`src/hw/pll_clk_pkg.sv`:
```
// constants, register map and field layout of the pll and global clock block
package pll_clk_pkg;
   // timing
   localparam int CLK_PERIOD_NS = 8;
   localparam int RELOCK_WAIT_NS = 50000;
   localparam int RELOCK_WAIT_CYC =
      (RELOCK_WAIT_NS + CLK_PERIOD_NS - 1) / CLK_PERIOD_NS;
   localparam int LOCK_PERIODS = 8;

   // widths and counts
   localparam int FBDIV_W = 6;
   localparam int DIV_SEL_W = 3;
   localparam logic [2:0] DIV_SEL_MAX = 3'h6;
   localparam int DELAY_W = 8;
   localparam int PERIOD_W = 16;
   localparam int NUM_GLOBAL_BUFFER = 8;
   localparam int NUM_GPIN = 6;
   localparam int NUM_LUT_SEL = 4;

   // register byte offsets
   localparam logic [7:0] OFS_CTRL = 8'h00;
   localparam logic [7:0] OFS_DELAY = 8'h04;
   localparam logic [7:0] OFS_GLOBAL_BUFFER = 8'h08;
   localparam logic [7:0] OFS_ROUTE = 8'h0C;
   localparam logic [7:0] OFS_STATUS = 8'h10;
   localparam logic [7:0] OFS_IRQ_STAT = 8'h14;
   localparam logic [7:0] OFS_IRQ_MASK = 8'h18;

   // control register fields
   localparam int CTRL_REF_LSB = 0;
   localparam int CTRL_FB_EXT = 2;
   localparam int CTRL_DLY_DYN = 3;
   localparam int CTRL_GATE_A = 4;
   localparam int CTRL_GATE_B = 5;
   localparam int CTRL_DIV_LSB = 8;
   localparam int CTRL_FBDIV_LSB = 16;

   // global buffer and routing fields
   localparam int GLOBAL_BUFFER_B4_PLL = 0;
   localparam int GLOBAL_BUFFER_B5_PLL = 1;
   localparam int GLOBAL_BUFFER_PIN_LSB = 8;
   localparam int ROUTE_CLK_LSB = 0;
   localparam int ROUTE_LUT_LSB = 4;
   localparam int ROUTE_SR_LSB = 16;
   localparam int ROUTE_CE_LSB = 18;

   // status and interrupt fields
   localparam int STAT_LOCK = 0;
   localparam int STAT_REF_OK = 1;
   localparam int STAT_PIN_LSB = 8;
   localparam int STAT_PERIOD_LSB = 16;
   localparam int IRQ_W = 3;
   localparam int IRQ_LOCK_GAIN = 0;
   localparam int IRQ_LOCK_LOSS = 1;
   localparam int IRQ_REF_LOST = 2;

   // reset values
   localparam logic [31:0] CTRL_RST = 32'h0001_0000;
   localparam logic [31:0] DELAY_RST = 32'h0000_0000;
   localparam logic [31:0] GLOBAL_BUFFER_RST = 32'h0000_3F00;
   localparam logic [31:0] ROUTE_RST = 32'h0000_0000;
   localparam logic [2:0] MASK_RST = 3'h0;

   // reference source choices
   typedef enum logic [1:0] {
      REF_PIN = 2'h0,
      REF_SLOW = 2'h1,
      REF_FABRIC = 2'h2,
      REF_FAST = 2'h3
   } refsrc_e;

   // loop acquisition states
   typedef enum logic [3:0] {
      ST_RESET = 4'h1,
      ST_WAIT = 4'h2,
      ST_ACQUIRE = 4'h4,
      ST_LOCKED = 4'h8
   } lockst_e;
endpackage

```
`src/hw/pll_clock_network.sv`:
```
// clock synthesis loop, output chain and global buffer network
//
// Operation
// bypass 0 sends the synthesized clock out, bypass 1 the raw reference.
// the output divider divides by 1, 2, 4, 8, 16, 32 or 64.
// a feedback divider makes the synthesized clock a multiple of the ref.
// lock rises after phase alignment and falls whenever it is lost.
// in dynamic mode the 8-bit fabric delay input sets the phase shift.
// a dynamic shift on the fed-back output drops lock until relocked.
// external feedback is used only when selected, else internal.
// hold with both gate enables set freezes the output at its level.
// the global output can drive the clock network via buffers 4 and 5.
// the fabric output runs at the same frequency as the global one.
// the reference comes from a pin, a strobe generator or fabric.
// any of the eight buffers can drive a logic block clock.
// at most four buffers feed a logic block's lookup inputs.
// even buffers drive set/reset and odd ones clock enable.
// buffers 7,6,3..0 take the global pins, 4 slow and 5 fast strobe.
// six global pins serve as plain inputs when not driving a clock.
// while the loop reset is low the loop is held and lock stays low.
`timescale 1ns/1ps
module pll_clock_network
   import pll_clk_pkg::*;
#(
   parameter int RELOCK_WAIT_CYCLES = RELOCK_WAIT_CYC,
   parameter int DELAY_TAPS = 256
) (
   // clock and reset
   input wire logic clk_sys,
   input wire logic reset,
   // apb slave
   input wire logic psel,
   input wire logic penable,
   input wire logic pwrite,
   input wire logic [7:0] paddr,
   input wire logic [31:0] pwdata,
   output logic pready,
   output logic [31:0] prdata,
   output logic pslverr,
   // reference sources
   input wire logic refPin,
   input wire logic slowStrobeGen,
   input wire logic fastStrobeGen,
   input wire logic fabricRefClock,
   // loop control from fabric
   input wire logic pllResetN,
   input wire logic bypass,
   input wire logic lowPowerHold,
   input wire logic [7:0] fineDelayControl,
   input wire logic externalFeedbackIn,
   // loop outputs
   output logic pllGlobalOutput,
   output logic pllFabricOutput,
   output logic pllLock,
   // global network
   input wire logic [5:0] globalPin,
   output logic [7:0] globalBuffer,
   output logic [5:0] globalPinGpio,
   output logic plbClock,
   output logic [3:0] plbLutIn,
   output logic plbSetReset,
   output logic plbClockEnable,
   // interrupt
   output logic irq
);

   // elaboration checks
   if (RELOCK_WAIT_CYCLES < 1) begin : gChkWait
      $error("relock wait must be at least one cycle");
   end
   if (DELAY_TAPS != 256) begin : gChkTaps
      $error("delay line must match the 8-bit delay control");
   end

   ////////////////////////////////////////////////////////////////////////
   // declarations
   logic [31:0] ctrl_r, delay_r, global_buffer_r, route_r;
   logic [IRQ_W-1:0] irqStat_r, irqMask_r, irqEv;
   logic [7:0] syncA_r, syncB_r, syncC_r, clean_r, cleanPrev_r;
   logic refLvl, refLvlPrev_r, refRise, extRise;
   logic [PERIOD_W-1:0] refCnt_r, refPeriod_r;
   logic refOk_r, refLostEv;
   logic [PERIOD_W:0] acc_r;
   logic [PERIOD_W+1:0] accSum;
   logic [FBDIV_W:0] accStep;
   logic vco_r, vcoRise;
   logic [FBDIV_W-1:0] fbDiv, fbCnt_r;
   logic intFbPulse, fbEdge;
   logic [1:0] fbSeen_r;
   logic [5:0] divCnt_r;
   logic [DIV_SEL_W-1:0] divSel, divIdx;
   logic divLvl, tapLvl, outSel, hold;
   logic [DELAY_TAPS-1:0] dlyLine_r;
   logic [DELAY_W-1:0] dlyEff, dlyPrev_r;
   logic dlyChange;
   lockst_e state_r, state_nxt;
   logic [31:0] waitCnt_r;
   logic [3:0] goodCnt_r;
   logic [7:0] global_buffer_nxt;
   logic access, done;
   logic [31:0] rdMux;
   logic rdErr;

   ////////////////////////////////////////////////////////////////////////
   // input synchronisers: bit0 ref pin, bit1 ext feedback, 7:2 global pins
   always_ff @(posedge clk_sys or posedge reset) begin
      if (reset) begin
         syncA_r <= 8'h00;
         syncB_r <= 8'h00;
         syncC_r <= 8'h00;
      end else begin
         syncA_r <= {globalPin, externalFeedbackIn, refPin};
         syncB_r <= syncA_r;
         syncC_r <= syncB_r;
      end
   end

   // a level counts only once the second and third stages agree
   always_ff @(posedge clk_sys or posedge reset) begin
      if (reset) begin
         clean_r <= 8'h00;
         cleanPrev_r <= 8'h00;
      end else begin
         for (int i = 0; i < 8; i++) begin
            if (syncB_r[i] == syncC_r[i]) begin
               clean_r[i] <= syncB_r[i];
            end
         end
         cleanPrev_r <= clean_r;
      end
   end

   ////////////////////////////////////////////////////////////////////////
   // reference selection and period measurement
   always_comb begin
      unique case (refsrc_e'(ctrl_r[CTRL_REF_LSB +: 2]))
         REF_PIN: refLvl = clean_r[0];
         REF_SLOW: refLvl = slowStrobeGen;
         REF_FABRIC: refLvl = fabricRefClock;
         REF_FAST: refLvl = fastStrobeGen;
      endcase
   end

   assign refRise = refLvl & ~refLvlPrev_r;
   assign extRise = clean_r[1] & ~cleanPrev_r[1];
   assign refLostEv = refOk_r & (&refCnt_r);

   // period counter saturates when the reference stops
   always_ff @(posedge clk_sys or posedge reset) begin
      if (reset) begin
         refLvlPrev_r <= 1'b0;
         refCnt_r <= '0;
         refPeriod_r <= '0;
         refOk_r <= 1'b0;
      end else begin
         refLvlPrev_r <= refLvl;
         if (refRise) begin
            refCnt_r <= '0;
            refPeriod_r <= refCnt_r + 16'h0001;
            refOk_r <= 1'b1;
         end else if (!(&refCnt_r)) begin
            refCnt_r <= refCnt_r + 16'h0001;
         end else begin
            refOk_r <= 1'b0;
            refPeriod_r <= '0;
         end
      end
   end

   ////////////////////////////////////////////////////////////////////////
   // synthesizer: 2*fbDiv toggles per reference period
   assign fbDiv = (ctrl_r[CTRL_FBDIV_LSB +: FBDIV_W] == '0) ? 6'h01 :
                  ctrl_r[CTRL_FBDIV_LSB +: FBDIV_W];
   assign accStep = {fbDiv, 1'b0};
   assign accSum = {1'b0, acc_r} + {{(PERIOD_W+1-FBDIV_W){1'b0}}, accStep};

   always_ff @(posedge clk_sys or posedge reset) begin
      if (reset) begin
         acc_r <= '0;
         vco_r <= 1'b0;
      end else if (!pllResetN || !refOk_r) begin
         acc_r <= '0;
         vco_r <= 1'b0;
      end else if (accSum >= {2'b00, refPeriod_r}) begin
         acc_r <= (PERIOD_W+1)'(accSum - {2'b00, refPeriod_r});
         vco_r <= ~vco_r;
      end else begin
         acc_r <= accSum[PERIOD_W:0];
      end
   end

   assign vcoRise = (accSum >= {2'b00, refPeriod_r}) & ~vco_r &
                    pllResetN & refOk_r;

   // feedback divider: one pulse per fbDiv synthesized cycles
   assign intFbPulse = vcoRise & (fbCnt_r == fbDiv - 6'h01);
   assign fbEdge = ctrl_r[CTRL_FB_EXT] ? extRise : intFbPulse;

   always_ff @(posedge clk_sys or posedge reset) begin
      if (reset) begin
         fbCnt_r <= '0;
         fbSeen_r <= 2'h0;
      end else begin
         if (!pllResetN || intFbPulse) begin
            fbCnt_r <= '0;
         end else if (vcoRise) begin
            fbCnt_r <= fbCnt_r + 6'h01;
         end
         if (refRise) begin
            fbSeen_r <= {1'b0, fbEdge};
         end else if (fbEdge && fbSeen_r != 2'h3) begin
            fbSeen_r <= fbSeen_r + 2'h1;
         end
      end
   end

   ////////////////////////////////////////////////////////////////////////
   // output divider, powers of two up to 64
   assign divSel = (ctrl_r[CTRL_DIV_LSB +: DIV_SEL_W] > DIV_SEL_MAX) ?
                   DIV_SEL_MAX : ctrl_r[CTRL_DIV_LSB +: DIV_SEL_W];
   assign divIdx = divSel - 3'h1;
   assign divLvl = (divSel == 3'h0) ? vco_r : divCnt_r[divIdx];

   always_ff @(posedge clk_sys or posedge reset) begin
      if (reset) begin
         divCnt_r <= '0;
      end else if (!pllResetN) begin
         divCnt_r <= '0;
      end else if (vcoRise) begin
         divCnt_r <= divCnt_r + 6'h01;
      end
   end

   // fine delay line: static register or fabric input
   assign dlyEff = ctrl_r[CTRL_DLY_DYN] ? fineDelayControl :
                   delay_r[DELAY_W-1:0];
   assign tapLvl = (dlyEff == '0) ? divLvl : dlyLine_r[dlyEff - 8'h01];
   assign dlyChange = ctrl_r[CTRL_DLY_DYN] & (dlyEff != dlyPrev_r);

   always_ff @(posedge clk_sys or posedge reset) begin
      if (reset) begin
         dlyLine_r <= '0;
         dlyPrev_r <= '0;
      end else begin
         dlyLine_r <= {dlyLine_r[DELAY_TAPS-2:0], divLvl};
         dlyPrev_r <= dlyEff;
      end
   end

   // bypass and low-power hold
   assign outSel = bypass ? refLvl : (tapLvl & pllResetN);
   assign hold = lowPowerHold & ctrl_r[CTRL_GATE_A] & ctrl_r[CTRL_GATE_B];

   // both outputs carry the same clock
   always_ff @(posedge clk_sys or posedge reset) begin
      if (reset) begin
         pllGlobalOutput <= 1'b0;
         pllFabricOutput <= 1'b0;
      end else if (!hold) begin
         pllGlobalOutput <= outSel;
         pllFabricOutput <= outSel;
      end
   end

   ////////////////////////////////////////////////////////////////////////
   // lock acquisition
   always_comb begin
      state_nxt = state_r;
      unique case (state_r)
         ST_RESET: state_nxt = ST_WAIT;
         ST_WAIT: begin
            if (waitCnt_r == 32'h0) state_nxt = ST_ACQUIRE;
         end
         ST_ACQUIRE: begin
            if (refRise && fbSeen_r == 2'h1 &&
                goodCnt_r == 4'(LOCK_PERIODS - 1)) begin
               state_nxt = ST_LOCKED;
            end
         end
         ST_LOCKED: begin
            if (refRise && fbSeen_r != 2'h1) begin
               state_nxt = ST_ACQUIRE;
            end
            if (refLostEv) state_nxt = ST_ACQUIRE;
         end
         default: state_nxt = ST_RESET;
      endcase
      if (dlyChange && ctrl_r[CTRL_FB_EXT] && state_r != ST_RESET) begin
         state_nxt = ST_WAIT;
      end
      if (!pllResetN) state_nxt = ST_RESET;
   end

   always_ff @(posedge clk_sys or posedge reset) begin
      if (reset) begin
         state_r <= ST_RESET;
         waitCnt_r <= '0;
         goodCnt_r <= '0;
         pllLock <= 1'b0;
      end else begin
         state_r <= state_nxt;
         pllLock <= (state_nxt == ST_LOCKED);
         if (state_nxt == ST_WAIT && state_r != ST_WAIT) begin
            waitCnt_r <= 32'(RELOCK_WAIT_CYCLES - 1);
         end else if (waitCnt_r != 32'h0) begin
            waitCnt_r <= waitCnt_r - 32'h1;
         end
         if (state_r != ST_ACQUIRE || (refRise && fbSeen_r != 2'h1)) begin
            goodCnt_r <= '0;
         end else if (refRise) begin
            goodCnt_r <= goodCnt_r + 4'h1;
         end
      end
   end

   ////////////////////////////////////////////////////////////////////////
   // global buffer sources
   always_comb begin
      global_buffer_nxt = 8'h00;
      for (int i = 0; i < 4; i++) begin
         global_buffer_nxt[i] = clean_r[2+i] & global_buffer_r[GLOBAL_BUFFER_PIN_LSB+i];
      end
      global_buffer_nxt[6] = clean_r[6] & global_buffer_r[GLOBAL_BUFFER_PIN_LSB+4];
      global_buffer_nxt[7] = clean_r[7] & global_buffer_r[GLOBAL_BUFFER_PIN_LSB+5];
      global_buffer_nxt[4] = global_buffer_r[GLOBAL_BUFFER_B4_PLL] ? pllGlobalOutput :
                    slowStrobeGen;
      global_buffer_nxt[5] = global_buffer_r[GLOBAL_BUFFER_B5_PLL] ? pllGlobalOutput : fastStrobeGen;
   end

   // pins not used as clocks are handed to the fabric as plain inputs
   always_ff @(posedge clk_sys or posedge reset) begin
      if (reset) begin
         globalBuffer <= 8'h00;
         globalPinGpio <= 6'h00;
      end else begin
         globalBuffer <= global_buffer_nxt;
         globalPinGpio <= clean_r[7:2] &
                          ~global_buffer_r[GLOBAL_BUFFER_PIN_LSB +: NUM_GPIN];
      end
   end

   // logic block connections
   always_ff @(posedge clk_sys or posedge reset) begin
      if (reset) begin
         plbClock <= 1'b0;
         plbLutIn <= 4'h0;
         plbSetReset <= 1'b0;
         plbClockEnable <= 1'b0;
      end else begin
         plbClock <= globalBuffer[route_r[ROUTE_CLK_LSB +: 3]];
         for (int i = 0; i < NUM_LUT_SEL; i++) begin
            plbLutIn[i] <= globalBuffer[route_r[ROUTE_LUT_LSB+3*i +: 3]];
         end
         plbSetReset <= globalBuffer[{route_r[ROUTE_SR_LSB +: 2], 1'b0}];
         plbClockEnable <=
            globalBuffer[{route_r[ROUTE_CE_LSB +: 2], 1'b1}];
      end
   end

   ////////////////////////////////////////////////////////////////////////
   // apb slave: one wait state, write lands on the completing edge
   assign access = psel & penable;
   assign done = access & pready;

   always_comb begin
      rdErr = 1'b0;
      rdMux = 32'h0;
      unique case (paddr)
         OFS_CTRL: rdMux = ctrl_r;
         OFS_DELAY: rdMux = delay_r;
         OFS_GLOBAL_BUFFER: rdMux = global_buffer_r;
         OFS_ROUTE: rdMux = route_r;
         OFS_STATUS: begin
            rdMux[STAT_LOCK] = pllLock;
            rdMux[STAT_REF_OK] = refOk_r;
            rdMux[STAT_PIN_LSB +: NUM_GPIN] = clean_r[7:2];
            rdMux[STAT_PERIOD_LSB +: PERIOD_W] = refPeriod_r;
         end
         OFS_IRQ_STAT: rdMux[IRQ_W-1:0] = irqStat_r;
         OFS_IRQ_MASK: rdMux[IRQ_W-1:0] = irqMask_r;
         default: rdErr = 1'b1;
      endcase
   end

   always_ff @(posedge clk_sys or posedge reset) begin
      if (reset) begin
         pready <= 1'b0;
         prdata <= 32'h0;
         pslverr <= 1'b0;
      end else begin
         pready <= access & ~pready;
         prdata <= (access && !pready && !pwrite) ? rdMux : 32'h0;
         pslverr <= access & ~pready & rdErr;
      end
   end

   // writable registers
   always_ff @(posedge clk_sys or posedge reset) begin
      if (reset) begin
         ctrl_r <= CTRL_RST;
         delay_r <= DELAY_RST;
         global_buffer_r <= GLOBAL_BUFFER_RST;
         route_r <= ROUTE_RST;
         irqMask_r <= MASK_RST;
      end else if (done && pwrite) begin
         unique case (paddr)
            OFS_CTRL: ctrl_r <= pwdata & 32'h003F_073F;
            OFS_DELAY: delay_r <= pwdata & 32'h0000_00FF;
            OFS_GLOBAL_BUFFER: global_buffer_r <= pwdata & 32'h0000_3F03;
            OFS_ROUTE: route_r <= pwdata & 32'h000F_FFF7;
            OFS_IRQ_MASK: irqMask_r <= pwdata[IRQ_W-1:0];
            default: ;
         endcase
      end
   end

   ////////////////////////////////////////////////////////////////////////
   // interrupts: sticky, write one to clear, a new event wins over clear
   always_comb begin
      irqEv = '0;
      irqEv[IRQ_LOCK_GAIN] = (state_nxt == ST_LOCKED) & ~pllLock;
      irqEv[IRQ_LOCK_LOSS] = (state_nxt != ST_LOCKED) & pllLock;
      irqEv[IRQ_REF_LOST] = refLostEv;
   end

   always_ff @(posedge clk_sys or posedge reset) begin
      if (reset) begin
         irqStat_r <= '0;
         irq <= 1'b0;
      end else begin
         if (done && pwrite && paddr == OFS_IRQ_STAT) begin
            irqStat_r <= (irqStat_r & ~pwdata[IRQ_W-1:0]) | irqEv;
         end else begin
            irqStat_r <= irqStat_r | irqEv;
         end
         irq <= |(irqStat_r & irqMask_r);
      end
   end

endmodule

```
`config.mk`:
```
export PLATFORM = sky130hd
export DESIGN_NAME = pll_clock_network
export DESIGN_NICKNAME = d
export VERILOG_FILES = /design/src/hw/pll_clk_pkg.sv /design/src/hw/pll_clock_network.sv
export SDC_FILE = /design/constraint.sdc
export NUM_CORES = 1
export LEC_CHECK = 0
export BUFFER_PORTS_ARGS = -buffer_cell sky130_fd_sc_hd__buf_2
export CORE_MARGIN = 8
export CORE_UTILIZATION = 40
export DETAILED_ROUTE_END_ITERATION = 8
export SETUP_SLACK_MARGIN = 0.5
export SLEW_MARGIN = 20
export SYNTH_ARGS = -nofsm -noshare
export SYNTH_HDL_FRONTEND = slang
export SYNTH_SLANG_ARGS = --single-unit
```
`constraint.sdc`:
```
create_clock -name clk_sys -period 20.3 [get_ports clk_sys]
set_input_delay 3.045 -clock clk_sys [delete_from_list [all_inputs] [get_ports clk_sys]]
set_output_delay 3.045 -clock clk_sys [all_outputs]
set_load 0.01 [all_outputs]
```
Word-level counts from Yosys, hierarchy flattened. Cells that the tools add are included.

Order comparisons: 11. Mux-type cells: 64. Add/subtract/negate cells: 11. Bitwise logic cells: 35. Equality and inequality tests: 35. Reductions and logical operators: 39.

Operator list (count): $mux 32 (3); $mux 16 (4); $pmux 16 s3 (1); $mux 17 (2); $logic_not 32->1 (1); $lt 3x4->1 const B (8); $mux 4 (8); $reduce_bool 32->1 (1); $sub 32x1->32 const B (1); $mux 6 (5); $eq 8x5->1 const B (3); $pmux 6 s4 (1); $and 1x1->1 (23); $mux 1 (20); $add 17x7->18 (1); $bmux 1 s3 (6); $ge 18x16->1 (1); $sub 17x16->17 (1); $add 16x1->16 const B (1); $eq 8x4->1 const B (2); $logic_not 8->1 (2); $pmux 4 s4 (1); $reduce_and 16->1 (1); $pmux 5 s3 (1); other kinds (48) (97).

Register bits after elaboration: 518. Output and inout port bits: 59. Input port bits: 67.

Longest topological paths before layout. Gate-level depths: netlist of run 1.

Depth after elaboration: 13. Depth in mapped cells: 23. Depth with buffers taken out: 20.

Least setup slack after synthesis of run 1. Ideal clock, no wire load.

Kind: input-to-reg. From: input fineDelayControl[0]. To: register pllFabricOutput. Arrival: 6.381 ns. Buffers on the path: 3. Cell stages on the path: 14. Slack: 13.787 ns. Path through: mux2i_1 buf_2 buf_4 buf_4 ha_1 or4bb_1 a21o_1 nand2_1 mux4_2 nor3_1 a211oi_1 a22o_1 o31ai_1 a31oi_1.

Word-level cells in the longest chain between the ends: 7. Elaborated cells between the ends (all ways): 8. Those cells by class: add/sub: 1; mux: 5; bitwise: 1; reduce/logical: 1.

RTL lines: from (decl) (RTL line pll_clock_network.sv:49) `input wire logic [7:0] fineDelayControl,`; $mux 8 * (RTL line pll_clock_network.sv:235) `assign dlyEff = ctrl_r[CTRL_DLY_DYN] ? fineDelayControl :`; $sub 8x1->8 (RTL line pll_clock_network.sv:237) `assign tapLvl = (dlyEff == '0) ? divLvl : dlyLine_r[dlyEff - 8'h01];`; $bmux 1 s8 (RTL line pll_clock_network.sv:237); $mux 1 (not written as such) (RTL line pll_clock_network.sv:237); $mux 1 * (RTL line pll_clock_network.sv:237); $and 1x1->1 * (RTL line pll_clock_network.sv:251) `assign outSel = bypass ? refLvl : (tapLvl & pllResetN);`; $mux 1 * (RTL line pll_clock_network.sv:251); to (signal assigned) (RTL line pll_clock_network.sv:261) `pllFabricOutput <= outSel;`; to (decl) (RTL line pll_clock_network.sv:53) `output logic pllFabricOutput,`.

Every way passes the cells marked *; elsewhere a longest branch is shown, timed or not. The select of a mux whose other input is x is not followed. A chain may end at the register's enable or synchronous reset.

Final worst setup path of run 1.
From: input fineDelayControl[1]. To: register pllFabricOutput.

Same word-level chain as after synthesis.

==> out/results.ini, run 1 <==
[yosys]
synth_top_family_by_area=multiplexers
synth_nets=1690
netlist_top_cells_area=dfrtp_1, mux4_2, mux2_2
synthMuxAreaShare=0.143
synth-seq-area-share=0.604
synthAdderAreaFrac=0.0248
synth-edff-count=0
synth_seq_cells=517
synth_compound_area_frac=0.0642
synth_area_sq_um=21400
synth_ff_type=dfrtp_1
yosys.area_share.xor_xnor=0.0364
synth-simple-area-share=0.104
ys_types=84
synth_top_area_frac=0.595
syn-instance-count=1589
syn_avg_cell_area_sq_um=13.5
synth_async_sr_flop_share=1.00
ys_warn_count=0
yosysTopAreaCell=dfrtp_1

[cts]
cts_num_sinks=517
ctsHoldBuffers=0
post_cts.repair.setup_buffers=0
clk_path_buf_depth=3
cts_inserted_buffers=52
cts-root-buf=clkbuf_16
cts_tree=built
clkTransAtPathRegs_ns=0.06
h-tree-depth=2
post_cts_resized=0
insertion_delay_ns=0.61

[worst_setup_path]
crit_path_max_fanout=13
rr_worst_depth=18
start_kind=primary input
cp.arrival_ns=6.84
r2r-start=ctrl_r[18]
r2r_slack_ns=14.47
path_class=primary input to flip-flop
critPathCaptureType=flip-flop
worstReg2RegEnd=fbSeen_r[0]
crit_required_ns=20.78

[layout]
final-instance-count-excl-fill=2447
drive_above_1_share=0.241
final_core_utilization=0.460
stdcell_area_sq_um=24600
num-nets-final=1808
areaGrowthSynthToFinish_pct=14.7

[routing]
vias=13000
drc=0
drtAntennaViolNets=0
routed_wl_um=46000
routedWlPerCell_um=18.8
drt-pass1-iter-count=7
via_per_inst=5.32
drtIter0Drc=829

[placed_design]
dp.cells=2349
io_buffers=115
dpl.hpwl_um=31100
place_area_sq_um=22700
dpl_worst_slack_ns=13.25
place_congestion=0.836

[job]
max-cap-violations=0

[hold_path]
worstHoldPathCells=0
hold-path-endpoint=dlyLine_r[38]
hold_start=dlyLine_r[37]
min_path_type=flip-flop to flip-flop

[die]
fp.dieArea_sq_um=61200
row_count=85
initial_core_util=0.401
ios=126
core_area_sq_um=53400
die_w_um=247
die_height_um=247

[sta]
setup_viol=0
max_clock_freq_mhz=157
final-max-slew-violation-count=0
layout_min_cycle_time_ns=6.36
relSlewSlack=0.309
skew_ns=0.0389
worst_slack_ns=13.94
tns_ns=0
hold_slack_ns=0.344
rsz0062_at_grt=false
fin_crit_sh=0.313
hold_viol_final=0
worstMarginPinSlew_ns=1.03

[global_route]
grt_pass1_vias=13400
grtUsageTotal=0.153
grt_pass1_wl_um=74900
grt_overflow=0
antenna_found_initial=3
grt_max_degree=180

[power_and_ir_drop]
totalPowerFinal_mw=2.59
ir_worst_vdd_uv=70.2
p_leak_nw=11.6
power_density_nw_per_um2=106

[outcome]
status=complete, no violations

[synth_stat cells, drive strengths merged, types with 16 or more instances]
cell type / n
a21oi: 56
mux2i: 25
ha: 32
nand3: 50
mux2: 73
or3: 17
o21ai: 52
mux4: 88
and3: 19
nand2: 83
clkbuf: 40
nor2: 101
a22oi: 16
nor4: 27
nor3: 35
inv: 50
xnor2: 52
xor2: 37
dfrtp: 509
nand4: 16
buf: 30
[kinds of logic (layout without fill, tap and decap cells)]
| kind of cell | Yosys count | in the layout |
|---|---|---|
| and+or+nand+nor | 427 | 427 |
| adders and majority gates | 43 | 43 |
| other | 0 | 2 |
| DFF | 517 | 517 |
| AOI/OAI and AO/OA | 207 | 207 |
| muxes | 186 | 186 |
| xor gates and xnor gates | 89 | 89 |
| buffers and inverters | 120 | 280 |
[critical path, cell delays in order]
cell and delay [ns]:
buf_2 0.13, mux2i_1 0.40, ha_1 0.38, or4bb_1 0.53, a21o_1 0.22, nand2_1 0.58
mux4_2 0.59, nor3_1 0.21, a211oi_1 0.11, a22o_1 0.22, o31ai_1 0.28, a31oi_1 0.12
[worst max-delay path by stage]
stage | from | endpoint | cells past startpoint
after floorplan | reset | acc_r[0] | 1
after global placement | fineDelayControl[1] | pllFabricOutput | 12
after detailed placement | fineDelayControl[1] | pllFabricOutput | 12
after CTS | fineDelayControl[1] | pllFabricOutput | 12
after global routing | fineDelayControl[1] | pllFabricOutput | 12
final | fineDelayControl[1] | pllFabricOutput | 12
[layout make-up]
type | count | area, sq um
fillers | 4767 | 28800
inverters | 50 | 195
flip-flops and latches | 517 | 12900
diodes | 2 | 5.00
repair buffers | 134 | 734
well taps | 696 | 871
multi-input cells | 952 | 8000
clock inverters | 22 | 285
clock buffers | 74 | 1530
[state kept, by name (all words and copies together) (netlist names), 8 cells and up]
name and count:
dlyLine_r 256, prdata 32, waitCnt_r 32, route_r 19, acc_r 17, refCnt_r 16, refPeriod_r 16, ctrl_r 15
clean_r 8, delay_r 8, dlyPrev_r 8, globalBuffer 8, global_buffer_r 8, syncA_r 8, syncB_r 8, syncC_r 8
[power breakdown]
group          internal, mW  switching [mW]
Sequential             1.10          0.0548
Combinational         0.185           0.263
Clock                 0.581           0.410
[metal layers]
metal  GRT usage  share of wire  vias up
met4      0.0458          0.026        2
met3      0.0316          0.056       83
li1            -              -     5993
met5           0        0.00028        -
met2       0.242           0.46      296
met1       0.211           0.46     6638
[layout by cell type (no fill, tap or decap), types with 12 or more instances in the layout]
cell / count
nor2_1: 100
xor2_1: 36
clkbuf_16: 52
o21ai_0: 49
clkbuf_8: 15
mux2i_1: 24
and2_1: 14
a211oi_1: 12
or3_1: 17
a21oi_1: 56
buf_4: 17
inv_1: 49
nor3_1: 34
dfrtp_1: 509
nand2b_1: 15
mux2_2: 73
nand3_1: 48
mux4_2: 88
buf_2: 115
and3_1: 19
xnor2_1: 52
nand4_1: 16
ha_1: 31
a22oi_1: 16
nand2_1: 82
nor4_1: 24
(Power assumes the default switching activity.)
==> run 2: changes to the inputs <==
==> constraint.sdc (replaced) <==
create_clock -name clk_sys -period 5.6 [get_ports clk_sys]
set_input_delay 0.84 -clock clk_sys [delete_from_list [all_inputs] [get_ports clk_sys]]
set_output_delay 0.84 -clock clk_sys [all_outputs]
set_load 0.01 [all_outputs]
==> out/results.ini, run 2 (synthesized netlist as in run 1, its figures left out) <==
[routing]
vias=13200  ; +1.2%
routed_wl_um=46300  ; +0.67%
drt-pass1-iter-count=5  ; -2
drc=0  ; unchanged
drtAntennaViolNets=0  ; unchanged
routedWlPerCell_um=18.8  ; +0.14%
via_per_inst=5.35  ; +0.69%
drtIter0Drc=973  ; +17%

[worst_setup_path]
rr_worst_depth=20  ; +2
crit_path_max_fanout=9  ; -4
cp-endpoint=acc_r[11]
path_buf_inv=1  ; unchanged
critPathCaptureType=flip-flop
crit_required_ns=6.13  ; -14.65 ns
crit_path_max_incr_delay_ns=0.59  ; about the same
path_class=flip-flop to flip-flop
cp.arrival_ns=5.34  ; -1.50 ns
path_cells=or4_1 -> nor2_1 -> or2_2 -> ha_1 -> fa_1 -> maj3_1 -> o211a_1 -> o21ai_2 -> a211oi_2 -> nand3_1 -> xnor2_1 -> ha_2 -> nand4_1 -> nor4_2 -> nor2_1 -> o21ai_4 -> a41oi_4 -> buf_12 -> or4_1 -> a21oi_1
critPathTopFamily=simple AND/OR/NAND/NOR gates
cp_slowest_cell=or4_1
worstSetupStartpoint=ctrl_r[18]
worstReg2RegEnd=acc_r[11]
r2r_slack_ns=0.79  ; -13.68 ns
start_kind=flip-flop
r2r-start=ctrl_r[18]
path_depth=20  ; +8

[cts]
insertion_delay_ns=0.62  ; about the same
cts_inserted_buffers=53  ; +1.9%
cts_tree=built
cts_num_sinks=517  ; unchanged
cts-root-buf=clkbuf_16
h-tree-depth=2  ; unchanged
ctsHoldBuffers=0  ; unchanged
clkTransAtPathRegs_ns=0.06  ; about the same
clk_path_buf_depth=3  ; unchanged

[sta]
layout_min_cycle_time_ns=4.81
skew_ns=0.0323  ; -0.00659 ns
fin_crit_sh=0.859
final-max-slew-violation-count=0  ; unchanged
worstMarginPinSlew_ns=0.999  ; -0.0296 ns
rsz0062_at_grt=false
hold_viol_final=0  ; unchanged
setup_viol=0  ; unchanged
max_clock_freq_mhz=208
relSlewSlack=0.334  ; +0.0250

[die]
core_area_sq_um=53400  ; unchanged
initial_core_util=0.401  ; unchanged
ios=126  ; unchanged
row_count=85  ; unchanged
fp.dieArea_sq_um=61200  ; unchanged
die_height_um=247  ; unchanged
die_w_um=247  ; unchanged

[layout]
final_cell_mix=dfrtp_1, buf_2, nor2_1, mux4_2, nand2_1
fillers=4675  ; -1.9%
drive_above_1_share=0.249  ; +0.00773
multiInputGateArea_sq_um=8070  ; +0.91%
largest_reg_flops=256  ; unchanged
reg_top3=dlyLine_r (256), prdata (32), waitCnt_r (32)
layout_commonest_cell=dfrtp_1
final-instance-count-excl-fill=2460  ; +0.53%
num-nets-final=1822  ; +0.77%
top_register=dlyLine_r
areaGrowthSynthToFinish_pct=15.6
register_area_sq_um=12900  ; unchanged

[global_route]
grt_overflow=0  ; unchanged
antenna_found_initial=1  ; -2
grt_pass1_wl_um=76400  ; +2.0%
grt_max_degree=177  ; -1.7%
grt_pass1_vias=13800  ; +2.7%
grtUsageTotal=0.154  ; +0.00178

[power_and_ir_drop]
ir_worst_vdd_uv=240  ; +240%
p_leak_nw=11.6  ; +0.58%
power_density_nw_per_um2=384  ; +260%
totalPowerFinal_mw=9.52  ; +270%

[outcome]
status=complete, no violations

[job]
max-cap-violations=0  ; unchanged

[hold_path]
min_path_type=primary input to async pin

[placed_design]
place_congestion=0.850  ; +1.7%
io_buffers=115  ; unchanged
dp.cells=2360  ; +0.47%
dpl.hpwl_um=31300  ; +0.75%

-- run 2: report_power, final --
part / switching, mW / internal [mW]
clock network: 1.48 / 2.07
registers: 0.203 / 3.98
logic: 0.998 / 0.786
total: 2.68 / 6.84
-- run 2: cell type report --
type,instances,share of cell area
clock inverter,16,0.00914
timing repair buffer,147,0.0360
tap,696,0.0352
clock buffer,81,0.0631
sequential,517,0.523
multi-input combinational,952,0.326
antenna,1,0.000101
inverter,50,0.00773
-- run 2: through the flow --
stage | area (sq um) | utilization | TNS [ns] | hold WS (ns) | setup slack [ns]
floorplan | 21400 | - | -1150.52 | 0.331 | -2.26
global placement | 22900 | 0.428 | 0 | 0.337 | 0.567
detailed placement | 22900 | 0.428 | 0 | 0.335 | 0.454
CTS | 24700 | 0.462 | 0 | 0.261 | 0.536
global route | 24800 | 0.464 | 0 | 0.280 | 0.512
finish | 24800 | 0.464 | 0 | 0.284 | 0.788
-- run 2: layer usage --
metal | wire, um | part of all wire | vias up | track usage
li1 | - | - | 6024 | -
met1 | 21500 | 0.46 | 6818 | 0.216
met2 | 21600 | 0.47 | 258 | 0.245
met3 | 2170 | 0.047 | 71 | 0.0291
met4 | 1020 | 0.022 | 0 | 0.0423
met5 | 0 | 0 | - | 0
-- run 2: worst min-delay path by stage --
stage            endpoint  slack [ns]        from  cells after the start
2_1_floorplan  syncB_r[0]        0.33  syncA_r[0]                      0
3_5_place_dp   syncB_r[1]        0.33  syncA_r[1]                      0
4_1_cts        syncA_r[5]        0.26       reset                      2
6_report       syncA_r[5]        0.28       reset                      2
5_1_grt         prdata[7]        0.28       reset                      2
3_3_place_gp   syncB_r[6]        0.34  syncA_r[6]                      0
-- run 2: timing repair --
| item | 4_1_cts | 5_1_grt |
|---|---|---|
| gates resized for setup | 3 | 11 |
| setup endpoints to repair | 13 | 30 |
| pin swaps | 0 | 4 |
| setup buffers | 0 | 2 |
